<file path="config.mk">
export PLATFORM = sky130hd
export DESIGN_NAME = io_line_routing
export DESIGN_NICKNAME = d
export VERILOG_FILES = /design/src/hw/io_line_pkg.sv /design/src/hw/io_line_routing.sv
export SDC_FILE = /design/constraint.sdc
export NUM_CORES = 1
export LEC_CHECK = 0
export BUFFER_PORTS_ARGS = -buffer_cell sky130_fd_sc_hd__buf_2
export CELL_PAD_IN_SITES_DETAIL_PLACEMENT = 1
export CELL_PAD_IN_SITES_GLOBAL_PLACEMENT = 2
export CORE_ASPECT_RATIO = 1.2
export CORE_MARGIN = 4
export CORE_UTILIZATION = 30
export CTS_CLUSTER_DIAMETER = 30
export CTS_CLUSTER_SIZE = 24
export DETAILED_ROUTE_END_ITERATION = 10
export GPL_TIMING_DRIVEN = 0
export PLACE_DENSITY_LB_ADDON = 0.1
export SLEW_MARGIN = 5
export SYNTH_ARGS = -nofsm -noshare
export SYNTH_HDL_FRONTEND = slang
export SYNTH_SLANG_ARGS = --single-unit
</file>
<file path="constraint.sdc">
create_clock -name aclk -period 14.2 [get_ports aclk]
set_input_delay 1.42 -clock aclk [delete_from_list [all_inputs] [get_ports aclk]]
set_output_delay 1.42 -clock aclk [all_outputs]
set_load 0.02 [all_outputs]
</file>
<file path="src/hw/io_line_pkg.sv">
// Package: register map, field layout, reset values and line counts for the camera I/O line block
package io_line_pkg;
    // ==========================================
    // Line counts
    localparam int NUM_IN = 2;   // Physical input lines
    localparam int NUM_OUT = 4;  // Physical output lines
    // ==========================================
    // Register byte offsets
    localparam logic [7:0] OFF_LINE_SEL = 8'h00;     // Line selector index
    localparam logic [7:0] OFF_LINE_SOURCE = 8'h04;  // Source of selected output
    localparam logic [7:0] OFF_LINE_INV = 8'h08;     // Inverter of selected line
    localparam logic [7:0] OFF_LINE_STATUS = 8'h0c;  // State of selected line
    localparam logic [7:0] OFF_STATUS_ALL = 8'h10;   // All line states
    localparam logic [7:0] OFF_USER_SEL = 8'h14;     // User output selector
    localparam logic [7:0] OFF_USER_VAL = 8'h18;     // User output value
    localparam logic [7:0] OFF_TRIG_ASSIGN = 8'h1c;  // Input lines claimed by trigger
    localparam logic [7:0] OFF_USER_IN = 8'h20;      // User input word
    // ==========================================
    // Line selector coding: 0..1 inputs, 2..5 outputs
    localparam logic [2:0] SEL_FIRST_OUT = 3'h2;
    localparam logic [2:0] SEL_LAST = 3'h5;
    // ==========================================
    // Source codes for output multiplexer
    localparam logic [2:0] SRC_ACQ_WAIT = 3'h0;
    localparam logic [2:0] SRC_FRAME_WAIT = 3'h1;
    localparam logic [2:0] SRC_EXPOSURE = 3'h2;
    localparam logic [2:0] SRC_TIMER = 3'h3;
    localparam logic [2:0] SRC_USER = 3'h4;
    // Reset sources for outputs 1..4 (3 bits each, output 1 lowest)
    localparam logic [11:0] SRC_RESET = {SRC_USER, SRC_TIMER, SRC_FRAME_WAIT, SRC_EXPOSURE};
    // Reset trigger claims: both inputs feed triggers
    localparam logic [1:0] TRIG_RESET = 2'h3;
    // ==========================================
    // AXI response codes
    localparam logic [1:0] RESP_OKAY = 2'h0;
    localparam logic [1:0] RESP_SLVERR = 2'h2;
endpackage

</file>
<file path="src/hw/io_line_routing.sv">
// Camera digital I/O line routing with AXI4-Lite register access
//
// Contract
// Trigger-claimed inputs never carry user signals
// Input states readable per line and all
// Per-input invert before internal use
// Four outputs, own source and invert
// Source mux: waits, exposure, timer, user
// User source follows software value
// Reset sources: exposure, frame wait, timer, user
// User value selected by index, readable back
// User value applied before the inverter
// No invert: control bit equals source
// Invert: control bit is complement
// Invert is boolean per selected line
// Software selects line, then writes parameter
// Timer source uses matching numbered timer
// Output control bits registered on clock
//
// Chosen here: the register addresses and the AXI4-Lite register port.
`timescale 1ns/1ps
`default_nettype none
module io_line_routing (
    input wire logic aclk,
    input wire logic aresetn,
    // AXI4-Lite slave
    input wire logic [7:0] s_axi_awaddr,
    input wire logic s_axi_awvalid,
    output logic s_axi_awready,
    input wire logic [31:0] s_axi_wdata,
    input wire logic [3:0] s_axi_wstrb,
    input wire logic s_axi_wvalid,
    output logic s_axi_wready,
    output logic [1:0] s_axi_bresp,
    output logic s_axi_bvalid,
    input wire logic s_axi_bready,
    input wire logic [7:0] s_axi_araddr,
    input wire logic s_axi_arvalid,
    output logic s_axi_arready,
    output logic [31:0] s_axi_rdata,
    output logic [1:0] s_axi_rresp,
    output logic s_axi_rvalid,
    input wire logic s_axi_rready,
    // Input pins and internal status sources
    input wire logic [io_line_pkg::NUM_IN-1:0] in_pin,
    input wire logic acq_trigger_wait,
    input wire logic frame_trigger_wait,
    input wire logic exposure_active,
    input wire logic [io_line_pkg::NUM_OUT-1:0] timer_active,
    // Processed inputs towards trigger logic and user
    output logic [io_line_pkg::NUM_IN-1:0] hw_trigger_input,
    output logic [io_line_pkg::NUM_IN-1:0] user_input,
    // Output control bits
    output logic [io_line_pkg::NUM_OUT-1:0] out_ctrl
);
    localparam int NI = io_line_pkg::NUM_IN;
    localparam int NO = io_line_pkg::NUM_OUT;

    // ==========================================
    // Input synchroniser
    logic [NI-1:0] in_meta;  // First stage, read only by second
    logic [NI-1:0] in_sync;  // Second stage

    // Two-flop synchroniser for pins
    always_ff @(posedge aclk) begin
        if (!aresetn) begin
            in_meta <= '0;
            in_sync <= '0;
        end else begin
            in_meta <= in_pin;
            in_sync <= in_meta;
        end
    end

    // ==========================================
    // Configuration state
    logic [2:0] line_sel;         // Selected line
    logic [1:0] user_sel;         // Selected user output
    logic [NI-1:0] in_inv;        // Input inverters
    logic [NO-1:0] out_inv;       // Output inverters
    logic [3*NO-1:0] out_src;     // Output sources, 3 bits each
    logic [NO-1:0] user_val;      // User output values
    logic [NI-1:0] trig_assign;   // Inputs claimed by trigger
    logic [2:0] next_line_sel;
    logic [1:0] next_user_sel;
    logic [NI-1:0] next_in_inv;
    logic [NO-1:0] next_out_inv;
    logic [3*NO-1:0] next_out_src;
    logic [NO-1:0] next_user_val;
    logic [NI-1:0] next_trig_assign;

    // ==========================================
    // AXI write channel state
    logic aw_held;                // Address captured
    logic w_held;                 // Data captured
    logic [7:0] aw_addr;
    logic [31:0] w_data;
    logic [3:0] w_strb;
    logic bvalid;
    logic [1:0] bresp;
    logic next_aw_held;
    logic next_w_held;
    logic [7:0] next_aw_addr;
    logic [31:0] next_w_data;
    logic [3:0] next_w_strb;
    logic next_bvalid;
    logic [1:0] next_bresp;
    logic next_awready;           // Address slot free after this edge
    logic next_wready;            // Data slot free after this edge
    logic do_write;               // Both halves present, no response pending

    assign do_write = aw_held && w_held && !bvalid;

    // Write channel and configuration next state
    always_comb begin
        next_aw_held = aw_held;
        next_w_held = w_held;
        next_aw_addr = aw_addr;
        next_w_data = w_data;
        next_w_strb = w_strb;
        next_bvalid = bvalid;
        next_bresp = bresp;
        next_line_sel = line_sel;
        next_user_sel = user_sel;
        next_in_inv = in_inv;
        next_out_inv = out_inv;
        next_out_src = out_src;
        next_user_val = user_val;
        next_trig_assign = trig_assign;
        // Accept address and data in either order
        if (s_axi_awvalid && !aw_held) begin
            next_aw_held = 1'b1;
            next_aw_addr = s_axi_awaddr;
        end
        if (s_axi_wvalid && !w_held) begin
            next_w_held = 1'b1;
            next_w_data = s_axi_wdata;
            next_w_strb = s_axi_wstrb;
        end
        // Response handshake
        if (bvalid && s_axi_bready) begin
            next_bvalid = 1'b0;
        end
        // Register update, only byte lane 0 holds fields
        if (do_write) begin
            next_aw_held = 1'b0;
            next_w_held = 1'b0;
            next_bvalid = 1'b1;
            next_bresp = io_line_pkg::RESP_OKAY;
            if (w_strb[0]) begin
                unique case ({aw_addr[7:2], 2'b00})
                    io_line_pkg::OFF_LINE_SEL: begin
                        // Out of range index is kept out
                        if (w_data[2:0] <= io_line_pkg::SEL_LAST) begin
                            next_line_sel = w_data[2:0];
                        end
                    end
                    io_line_pkg::OFF_LINE_SOURCE: begin
                        // Only outputs have a source; undefined codes ignored
                        if (line_sel >= io_line_pkg::SEL_FIRST_OUT && w_data[2:0] <= io_line_pkg::SRC_USER) begin
                            next_out_src[3*(line_sel-io_line_pkg::SEL_FIRST_OUT) +: 3] = w_data[2:0];
                        end
                    end
                    io_line_pkg::OFF_LINE_INV: begin
                        if (line_sel >= io_line_pkg::SEL_FIRST_OUT) begin
                            next_out_inv[2'(line_sel-io_line_pkg::SEL_FIRST_OUT)] = w_data[0];
                        end else begin
                            next_in_inv[line_sel[0]] = w_data[0];
                        end
                    end
                    io_line_pkg::OFF_USER_SEL: begin
                        next_user_sel = w_data[1:0];
                    end
                    io_line_pkg::OFF_USER_VAL: begin
                        next_user_val[user_sel] = w_data[0];
                    end
                    io_line_pkg::OFF_TRIG_ASSIGN: begin
                        next_trig_assign = w_data[NI-1:0];
                    end
                    default: begin
                        // Read-only or unmapped
                        next_bresp = io_line_pkg::RESP_SLVERR;
                    end
                endcase
            end
        end
        // Ready flags are registered copies of the free slots
        next_awready = !next_aw_held;
        next_wready = !next_w_held;
    end

    // Write side registers
    always_ff @(posedge aclk) begin
        if (!aresetn) begin
            aw_held <= 1'b0;
            w_held <= 1'b0;
            aw_addr <= '0;
            w_data <= '0;
            w_strb <= '0;
            bvalid <= 1'b0;
            bresp <= io_line_pkg::RESP_OKAY;
            line_sel <= '0;
            user_sel <= '0;
            in_inv <= '0;
            out_inv <= '0;
            out_src <= io_line_pkg::SRC_RESET;
            user_val <= '0;
            trig_assign <= io_line_pkg::TRIG_RESET;
            s_axi_awready <= 1'b1;
            s_axi_wready <= 1'b1;
        end else begin
            aw_held <= next_aw_held;
            w_held <= next_w_held;
            aw_addr <= next_aw_addr;
            w_data <= next_w_data;
            w_strb <= next_w_strb;
            bvalid <= next_bvalid;
            bresp <= next_bresp;
            line_sel <= next_line_sel;
            user_sel <= next_user_sel;
            in_inv <= next_in_inv;
            out_inv <= next_out_inv;
            out_src <= next_out_src;
            user_val <= next_user_val;
            trig_assign <= next_trig_assign;
            s_axi_awready <= next_awready;
            s_axi_wready <= next_wready;
        end
    end

    assign s_axi_bvalid = bvalid;
    assign s_axi_bresp = bresp;

    // ==========================================
    // Input line processing
    logic [NI-1:0] in_state;      // Logical state after inverter
    logic [NI-1:0] next_trig_in;
    logic [NI-1:0] next_user_in;

    assign in_state = in_sync ^ in_inv;

    // Route each input either to trigger logic or to the user
    always_comb begin
        next_trig_in = in_state & trig_assign;
        next_user_in = in_state & ~trig_assign;
    end

    always_ff @(posedge aclk) begin
        if (!aresetn) begin
            hw_trigger_input <= '0;
            user_input <= '0;
        end else begin
            hw_trigger_input <= next_trig_in;
            user_input <= next_user_in;
        end
    end

    // ==========================================
    // Output multiplexers, one per line
    logic [NO-1:0] next_out_ctrl;

    generate
        for (genvar i = 0; i < NO; i++) begin : g_out
            logic src_level;  // Selected source before inverter
            always_comb begin
                unique case (out_src[3*i +: 3])
                    io_line_pkg::SRC_ACQ_WAIT: src_level = acq_trigger_wait;
                    io_line_pkg::SRC_FRAME_WAIT: src_level = frame_trigger_wait;
                    io_line_pkg::SRC_EXPOSURE: src_level = exposure_active;
                    io_line_pkg::SRC_TIMER: src_level = timer_active[i];
                    io_line_pkg::SRC_USER: src_level = user_val[i];
                    default: src_level = 1'b0;
                endcase
                next_out_ctrl[i] = src_level ^ out_inv[i];
            end
        end
    endgenerate

    // Registered output control bits
    always_ff @(posedge aclk) begin
        if (!aresetn) begin
            out_ctrl <= '0;
        end else begin
            out_ctrl <= next_out_ctrl;
        end
    end

    // ==========================================
    // AXI read channel
    logic rvalid;
    logic [31:0] rdata;
    logic [1:0] rresp;
    logic next_rvalid;
    logic [31:0] next_rdata;
    logic [1:0] next_rresp;
    logic next_arready;           // Read slot free after this edge

    // Read decode, answered one cycle after the address is taken
    always_comb begin
        next_rvalid = rvalid;
        next_rdata = rdata;
        next_rresp = rresp;
        if (rvalid && s_axi_rready) begin
            next_rvalid = 1'b0;
        end
        if (s_axi_arvalid && !rvalid) begin
            next_rvalid = 1'b1;
            next_rdata = '0;
            next_rresp = io_line_pkg::RESP_OKAY;
            unique case ({s_axi_araddr[7:2], 2'b00})
                io_line_pkg::OFF_LINE_SEL: next_rdata[2:0] = line_sel;
                io_line_pkg::OFF_LINE_SOURCE: begin
                    if (line_sel >= io_line_pkg::SEL_FIRST_OUT) begin
                        next_rdata[2:0] = out_src[3*(line_sel-io_line_pkg::SEL_FIRST_OUT) +: 3];
                    end
                end
                io_line_pkg::OFF_LINE_INV: begin
                    if (line_sel >= io_line_pkg::SEL_FIRST_OUT) begin
                        next_rdata[0] = out_inv[2'(line_sel-io_line_pkg::SEL_FIRST_OUT)];
                    end else begin
                        next_rdata[0] = in_inv[line_sel[0]];
                    end
                end
                io_line_pkg::OFF_LINE_STATUS: begin
                    if (line_sel >= io_line_pkg::SEL_FIRST_OUT) begin
                        next_rdata[0] = out_ctrl[2'(line_sel-io_line_pkg::SEL_FIRST_OUT)];
                    end else begin
                        next_rdata[0] = in_state[line_sel[0]];
                    end
                end
                io_line_pkg::OFF_STATUS_ALL: next_rdata[NI+NO-1:0] = {out_ctrl, in_state};
                io_line_pkg::OFF_USER_SEL: next_rdata[1:0] = user_sel;
                io_line_pkg::OFF_USER_VAL: next_rdata[0] = user_val[user_sel];
                io_line_pkg::OFF_TRIG_ASSIGN: next_rdata[NI-1:0] = trig_assign;
                io_line_pkg::OFF_USER_IN: next_rdata[NI-1:0] = user_input;
                default: next_rresp = io_line_pkg::RESP_SLVERR;
            endcase
        end
        // New address only while no read data is waiting
        next_arready = !next_rvalid;
    end

    always_ff @(posedge aclk) begin
        if (!aresetn) begin
            rvalid <= 1'b0;
            rdata <= '0;
            rresp <= io_line_pkg::RESP_OKAY;
            s_axi_arready <= 1'b1;
        end else begin
            rvalid <= next_rvalid;
            rdata <= next_rdata;
            rresp <= next_rresp;
            s_axi_arready <= next_arready;
        end
    end

    assign s_axi_rvalid = rvalid;
    assign s_axi_rdata = rdata;
    assign s_axi_rresp = rresp;

    // ==========================================
    // Assertions
    property p_out_follows_src;
        @(posedge aclk) disable iff (!aresetn)
        (out_src[2:0] == io_line_pkg::SRC_USER && !out_inv[0]) |=> out_ctrl[0] == $past(user_val[0]);
    endproperty
    a_out_follows_src: assert property (p_out_follows_src) else $error("Output 1 not equal to user value");

    property p_out_inverted;
        @(posedge aclk) disable iff (!aresetn)
        (out_src[11:9] == io_line_pkg::SRC_USER && out_inv[3]) |=> out_ctrl[3] != $past(user_val[3]);
    endproperty
    a_out_inverted: assert property (p_out_inverted) else $error("Output 4 not inverted");

    property p_user_in_blocked;
        @(posedge aclk) disable iff (!aresetn)
        ##1 ($past(trig_assign) & user_input) == '0;
    endproperty
    a_user_in_blocked: assert property (p_user_in_blocked) else $error("Trigger input leaked to user");

    property p_timer_match;
        @(posedge aclk) disable iff (!aresetn)
        (out_src[8:6] == io_line_pkg::SRC_TIMER && !out_inv[2]) |=> out_ctrl[2] == $past(timer_active[2]);
    endproperty
    a_timer_match: assert property (p_timer_match) else $error("Output 3 not from timer 3");

    property p_exposure;
        @(posedge aclk) disable iff (!aresetn)
        (out_src[5:3] == io_line_pkg::SRC_EXPOSURE && out_inv[1]) |=> out_ctrl[1] == !$past(exposure_active);
    endproperty
    a_exposure: assert property (p_exposure) else $error("Output 2 exposure mismatch");

    property p_reset_src;
        @(posedge aclk) $rose(aresetn) |-> out_src == io_line_pkg::SRC_RESET;
    endproperty
    a_reset_src: assert property (p_reset_src) else $error("Wrong reset sources");

    property p_in_inv;
        @(posedge aclk) disable iff (!aresetn)
        (!trig_assign[0]) |=> user_input[0] == ($past(in_sync[0]) ^ $past(in_inv[0]));
    endproperty
    a_in_inv: assert property (p_in_inv) else $error("Input inverter mismatch");

    property p_user_write;
        @(posedge aclk) disable iff (!aresetn)
        (do_write && w_strb[0] && {aw_addr[7:2], 2'b00} == io_line_pkg::OFF_USER_VAL)
            |=> user_val[$past(user_sel)] == $past(w_data[0]);
    endproperty
    a_user_write: assert property (p_user_write) else $error("User value not stored");
endmodule
`default_nettype wire
</file>
==> results.sh, run 1 <==
export IMPL_worstMarginPinSlew_ns=1.16
export IMPL_start_kind="register"
export IMPL_grt_max_degree=21
export IMPL_hold_path_class="register to register"
export IMPL_period_needed_ns=5.89
export IMPL_fin_skew_ns=0.00952
export IMPL_fp_dieW_um=122
export IMPL_period_share=0.415
export IMPL_crit_start="line_sel[1]$_SDFFE_PN0P_"
export IMPL_slew_violations=0
export IMPL_path_clk_slew_ns=0.06
export IMPL_yosysSeqAreaShare=0.282
export IMPL_power_w=0.000484
export IMPL_worstPathMaxFanout=20
export IMPL_seqPwrFrac=0.399
export IMPL_power_frac_clock=0.482
export IMPL_fmax_mhz=170
export IMPL_ys_ff_latch=66
export IMPL_cts_root_buf="clkbuf_16"
export IMPL_critPathCapture="out_src[9]$_SDFFE_PN0P_"
export IMPL_antenna_cells=0
export IMPL_status="completed"
export IMPL_multi_input_area_sq_um=3030
export IMPL_hold_buffers=0
export IMPL_reg2reg_from="line_sel[1]$_SDFFE_PN0P_"
export IMPL_yosys_cell_types_count=77
export IMPL_drtPass1Iterations=5
export IMPL_rows=49
export IMPL_synth_enable_flop_cells=0
export IMPL_ant_nets=0
export IMPL_fp_dieH_um=145
export IMPL_ys_flop_type="dfxtp_1"
export IMPL_dp_cells=846
export IMPL_synth_top_area_cell="dfxtp_1"
export IMPL_final_cell_mix="nor2_1 (74), dfxtp_1 (66), buf_2 (54)"
export IMPL_drive_above_1_share=0.193
export IMPL_yosys_area_top_type_share=0.282
export IMPL_stdcell_area_sq_um=5590
export IMPL_cts_sinks=66
export IMPL_swShare=0.275
export IMPL_critical_path_required_ns=14.42
export IMPL_synth_warnings=0
export IMPL_crit_type="register to register"
export IMPL_port_buffers=50
export IMPL_drt_iter0_drc=213
export IMPL_p_leak_nw=2.39
export IMPL_clock_latency_ns=0.34
export IMPL_tritoncts="done"
export IMPL_nFillCells=1889
export IMPL_r2r_end="out_src[9]$_SDFFE_PN0P_"
export IMPL_via_count=4421
export IMPL_ios=117
export IMPL_final_cells=862
export IMPL_setup_viol=0
export IMPL_p_per_area_nw_per_um2=86.6
export IMPL_gp_congestion=0.868
export IMPL_cts_max_path_buffers=2
export IMPL_netlist_area_sq_um=4680
export IMPL_grt_pass1_vias=4685
export IMPL_avgRoutedWirePerCell_um=19.1
export IMPL_syn_avg_cell_area_sq_um=8.28
export IMPL_synth_cells=565
export IMPL_slew_headroom=0.223
export IMPL_coreArea_sq_um=15100
export IMPL_dieArea_sq_um=17700
export IMPL_cts_buffers=9
export IMPL_reg2regPathDepth=15
export IMPL_irDropWorstVdd_mv=0.0801
export IMPL_final_setup_tns_ns=0
export IMPL_grt_pass1_wl_um=26100
export IMPL_hold_viol=0
export IMPL_dpl_hpwl_um=12900
export IMPL_ctsResizeCount=0
export IMPL_cts_setup_buffers=0
export IMPL_synth_area_top_cells="dfxtp_1 (28%), mux2i_1 (9.2%), nor2_1 (5.9%), ha_1 (5.9%), buf_4 (4.5%)"
export IMPL_syn2layout_area_growth_pct=19.6
export IMPL_seq_area_sq_um=1320
export IMPL_final_common_cell="nor2_1"
export IMPL_drv_cap=0
export IMPL_crit_path_end_kind="register"
export IMPL_grt_overflow=0
export IMPL_place_area_sq_um=5290
export IMPL_rsz0062_at_grt="no"
export IMPL_async_reset_ff_frac=0
export IMPL_crit_arrival_ns=6.12
export IMPL_power_frac_comb=0.120
export IMPL_nets=743
export IMPL_viasPerCell=5.13
export IMPL_reg2reg_setup_slack_ns=8.31
export IMPL_initial_core_util=0.309
export IMPL_drc_errors=0
export IMPL_wl_um=16500
export IMPL_power_switching_w=0.000133
export IMPL_grt_usage=0.194
export IMPL_internal_power_w=0.000351
export IMPL_htreeDepth=3
export IMPL_antenna_found_initial=0
==> stage by stage <==
step,utilization,worst slack [ns],hold WS [ns]
after floorplan,-,9.51,0.412
after global placement,0.349,8.34,0.418
after detailed placement,0.349,8.32,0.425
after CTS,0.369,8.29,0.441
after global routing,0.369,7.88,0.462
final,0.369,8.31,0.437
==> registers in the layout (all words and copies together) (netlist names), 3 cells and up <==
name	cells
s_axi_rdata	6
out_src	12
out_inv	4
line_sel	3
out_ctrl	4
aw_addr	6
w_data	3
user_val	4
==> power groups by stage <==
stage,Clock [W],Combinational (W),Sequential [W]
global placement,0,0.0000572,0.000197
global route,0.000248,0.0000641,0.000194
CTS,0.000240,0.0000581,0.000193
finish,0.000233,0.0000581,0.000193
floorplan,0,0.0000387,0.000199
detailed placement,0,0.0000580,0.000197
==> worst min-delay path by stage <==
| stage | cells after the start | endpoint | startpoint | slack [ns] |
|---|---|---|---|---|
| 6_report | 1 | in_sync[1]$_SDFF_PN0_ | in_meta[1]$_SDFF_PN0_ | 0.44 |
| 5_1_grt | 1 | in_sync[1]$_SDFF_PN0_ | in_meta[1]$_SDFF_PN0_ | 0.46 |
| 4_1_cts | 1 | in_sync[1]$_SDFF_PN0_ | in_meta[1]$_SDFF_PN0_ | 0.44 |
| 3_5_place_dp | 1 | in_sync[1]$_SDFF_PN0_ | in_meta[1]$_SDFF_PN0_ | 0.43 |
| 3_3_place_gp | 1 | in_sync[1]$_SDFF_PN0_ | in_meta[1]$_SDFF_PN0_ | 0.42 |
| 2_1_floorplan | 1 | in_sync[0]$_SDFF_PN0_ | in_meta[0]$_SDFF_PN0_ | 0.41 |
==> layout make-up <==
type,count,area share
Sequential cell,66,0.236
Multi-Input combinational cell,444,0.542
Timing Repair Buffer,50,0.0447
Inverter,18,0.0121
Clock buffer,9,0.0403
Buffer,64,0.0640
Clock inverter,7,0.0150
Tap cell,204,0.0456
==> critical path: stages (launching register included) <==
cell and delay [ns]:
dfxtp_1 0.48, clkbuf_1 0.51, inv_1 0.22, ha_1 0.24
buf_2 0.18, clkinv_1 0.21, buf_1 0.89, ha_1 0.49
nor2_2 0.27, nand3_1 0.21, ha_1 0.34, nor4_1 0.18
nand3_1 0.16, or4_1 0.60, or3_1 0.43, o311a_1 0.35
==> routing by layer <==
metal | part of all wire | vias to the layer above | track usage
met3 | 0.028 | 28 | 0.0268
li1 | - | 2146 | -
met5 | 0 | - | 0
met4 | 0.025 | 0 | 0.0673
met1 | 0.43 | 2170 | 0.234
met2 | 0.51 | 77 | 0.352
==> synth_stat cells, types with 6 or more instances <==
library cell / number
mux4_2: 8
nor2b_1: 16
a21oi_1: 23
buf_1: 8
nand3_1: 22
a31oi_1: 8
nor3_1: 12
mux2i_1: 43
nand2b_1: 7
dfxtp_1: 66
o21ai_0: 12
buf_4: 28
nor2_1: 74
clkbuf_1: 23
a211oi_1: 7
nor4_1: 6
ha_1: 22
nand4_1: 6
nand2_1: 40
xor2_1: 6
a22oi_1: 7
inv_1: 15
==> logic make-up (layout without fill, tap and decap cells) <==
group,after synthesis,in the layout,share of synthesized area
compound gates,96,96,0.139
xor+xnor,11,11,0.0206
fa+ha+maj,22,22,0.0588
buf+inv,82,148,0.0909
flops,66,66,0.282
mux,55,55,0.140
other cells,1,28,0.000802
simple gates,232,232,0.268
Power figures use the tool's default switching activity.
==> run 2: changes to the inputs <==
--- a/config.mk
+++ b/config.mk
@@ -10,7 +10,7 @@
 export CELL_PAD_IN_SITES_GLOBAL_PLACEMENT = 2
 export CORE_ASPECT_RATIO = 1.2
 export CORE_MARGIN = 4
-export CORE_UTILIZATION = 30
+export CORE_UTILIZATION = 28
 export CTS_CLUSTER_DIAMETER = 30
 export CTS_CLUSTER_SIZE = 24
 export DETAILED_ROUTE_END_ITERATION = 10
==> constraint.sdc (replaced) <==
create_clock -name aclk -period 5.2 [get_ports aclk]
set_input_delay 0.52 -clock aclk [delete_from_list [all_inputs] [get_ports aclk]]
set_output_delay 0.52 -clock aclk [all_outputs]
set_load 0.02 [all_outputs]
==> run 2 against run 1 <==
  * Flip-flop and latch count unchanged
  * Global-route usage decreased by 1.4 points
  * First-iteration DRC count decreased by 23%
  * Wire length increased by 3.3%
  * Maximum frequency increased by 19%
  * Non-clock buffer count unchanged
  * Via count unchanged
  * Largest power group unchanged
==> results.sh, run 2 (synthesis gave the netlist of run 1 again) <==
export IMPL_worstMarginPinSlew_ns=0.876
export IMPL_tritoncts="done"
export IMPL_crit_type="register to register"
export IMPL_path_buf_inv=2
export IMPL_worstPathCellList="clkbuf_4 > inv_1 > ha_1 > xor2_1 > ha_1 > ha_1 > or4b_4 > nor2_4 > nand3_1 > ha_1 > nor4_1 > nand3_1 > or4_1 > or3_1 > o311a_1"
export IMPL_port_buffers=50
export IMPL_critical_path_required_ns=5.43
export IMPL_fin_skew_ns=0.00982
export IMPL_setup_viol=0
export IMPL_antenna_cells=0
export IMPL_largest_register_ffs=12
export IMPL_preCtsSetupSlack_ns=-0.711
export IMPL_cts_sinks=66
export IMPL_reg2reg_from="line_sel[1]$_SDFFE_PN0P_"
export IMPL_fin_ws_ns=0.239
export IMPL_rows=51
export IMPL_drive_above_1_share=0.199
export IMPL_crit_path_end_kind="register"
export IMPL_viasPerCell=5.08
export IMPL_final_common_cell="nor2_1"
export IMPL_fp_dieH_um=150
export IMPL_final_cell_mix="nor2_1 (74), dfxtp_1 (65), buf_2 (54)"
export IMPL_grt_overflow=0
export IMPL_grt_usage=0.180
export IMPL_period_needed_ns=4.96
export IMPL_via_count=4421
export IMPL_fp_dieW_um=126
export IMPL_drt_iter0_drc=164
export IMPL_antenna_found_initial=0
export IMPL_final_util=0.344
export IMPL_hold_viol=0
export IMPL_top_register="out_src"
export IMPL_fmax_mhz=202
export IMPL_place_area_sq_um=5300
export IMPL_slew_headroom=0.410
export IMPL_stdcell_area_sq_um=5620
export IMPL_r2r_end="out_src[9]$_SDFFE_PN0P_"
export IMPL_start_kind="register"
export IMPL_grt_pass1_vias=4780
export IMPL_worst_path_most_repeated_cell="ha_1"
export IMPL_gp_congestion=0.834
export IMPL_syn2layout_area_growth_pct=20.2
export IMPL_cpPeakStageDelay_ns=0.61
export IMPL_reg2regPathDepth=15
export IMPL_htreeDepth=3
export IMPL_cts_max_path_buffers=2
export IMPL_grt_pass1_wl_um=26200
export IMPL_ant_nets=0
export IMPL_drv_cap=0
export IMPL_rsz0062_at_grt="no"
export IMPL_slew_violations=0
export IMPL_period_share=0.954
export IMPL_cp_slowest_cell="or4_1"
export IMPL_hold_path_end="in_meta[0]$_SDFF_PN0_"
export IMPL_p_per_area_nw_per_um2=234
export IMPL_critPathTopFamily="simple AND/OR/NAND/NOR gates"
export IMPL_reg2reg_setup_slack_ns=0.24
export IMPL_nets=743
export IMPL_wl_um=17000
export IMPL_clock_latency_ns=0.34
export IMPL_dpl_hpwl_um=13300
export IMPL_initial_core_util=0.286
export IMPL_cts_root_buf="clkbuf_16"
export IMPL_crit_arrival_ns=5.19
export IMPL_worstHoldStart="in_pin[0]"
export IMPL_dieArea_sq_um=18800
export IMPL_grt_max_degree=21
export IMPL_ios=117
export IMPL_crit_start="line_sel[1]$_SDFFE_PN0P_"
export IMPL_cts_buffers=9
export IMPL_irDropWorstVdd_mv=0.199
export IMPL_worstPathMaxFanout=9
export IMPL_p_leak_nw=2.39
export IMPL_status="completed"
export IMPL_nFillCells=2034
export IMPL_path_depth=15
export IMPL_hold_path_class="input pin to register"
export IMPL_hold_path_depth=2
export IMPL_whs_ns=0.392
export IMPL_drc_errors=0
export IMPL_avgRoutedWirePerCell_um=19.6
export IMPL_path_clk_slew_ns=0.06
export IMPL_coreArea_sq_um=16300
export IMPL_drtPass1Iterations=4
[run 2: cell types whose count changed in the layout (fill, tap and decap cells not counted), sizes merged]
| cell | previous run | this run |
|---|---|---|
| buf | 91 | 90 |
| clkbuf | 32 | 35 |
| clkinv | 4 | 2 |
| clkinvlp | 1 | 3 |
| inv | 19 | 17 |
[run 2: final cells by class]
cell class              count  area [sq um]  share of cell area
plain buffers              64           365              0.0650
clock buffers              11           243              0.0432
clock inverters             5          62.6              0.0111
inverters                  18          71.3              0.0127
multi-input cells         444          3040               0.541
flip-flops and latches     66          1320               0.235
well taps                 212           265              0.0472
repair buffers             50           250              0.0445
[run 2: per-layer routing]
layer  vias to the layer above  share of wire  track usage
li1                       2142              -            -
met4                         0          0.024       0.0617
met5                         -              0            0
met1                      2179           0.41        0.206
met3                        24          0.029       0.0221
met2                        76           0.53        0.342
[run 2: worst max path at each step]
| stage | to | slack (ns) |
|---|---|---|
| 6_report | out_src[9]$_SDFFE_PN0P_ | 0.24 |
| 2_1_floorplan | out_src[9]$_SDFFE_PN0P_ | 0.51 |
| 3_3_place_gp | out_src[9]$_SDFFE_PN0P_ | -0.68 |
| 4_1_cts | out_src[9]$_SDFFE_PN0P_ | 0.04 |
| 5_1_grt | out_src[9]$_SDFFE_PN0P_ | 0.02 |
| 3_5_place_dp | out_src[9]$_SDFFE_PN0P_ | -0.71 |
[run 2: metrics by stage]
stage	total power, W	TNS [ns]	cells
2_1_floorplan	0.000648	0	592
3_3_place_gp	0.000696	-3.71	854
3_5_place_dp	0.000698	-3.94	854
4_1_cts	0.00134	0	870
5_1_grt	0.00137	0	870
6_report	0.00132	0	870
[run 2: power by group]
group	switching [W]	total, W	internal [W]	leakage (nW)
Sequential	0.00000902	0.000528	0.000519	0.538
Combinational	0.0000988	0.000159	0.0000602	1.70
Clock	0.000245	0.000632	0.000387	0.142
Total	0.000353	0.00132	0.000966	2.39
[run 2: timing repair]
item,CTS,global route
gates resized for setup,6,5
setup endpoints to repair,7,6
gates cloned,0,0
buffers inserted,0,0
hold buffers,0,0
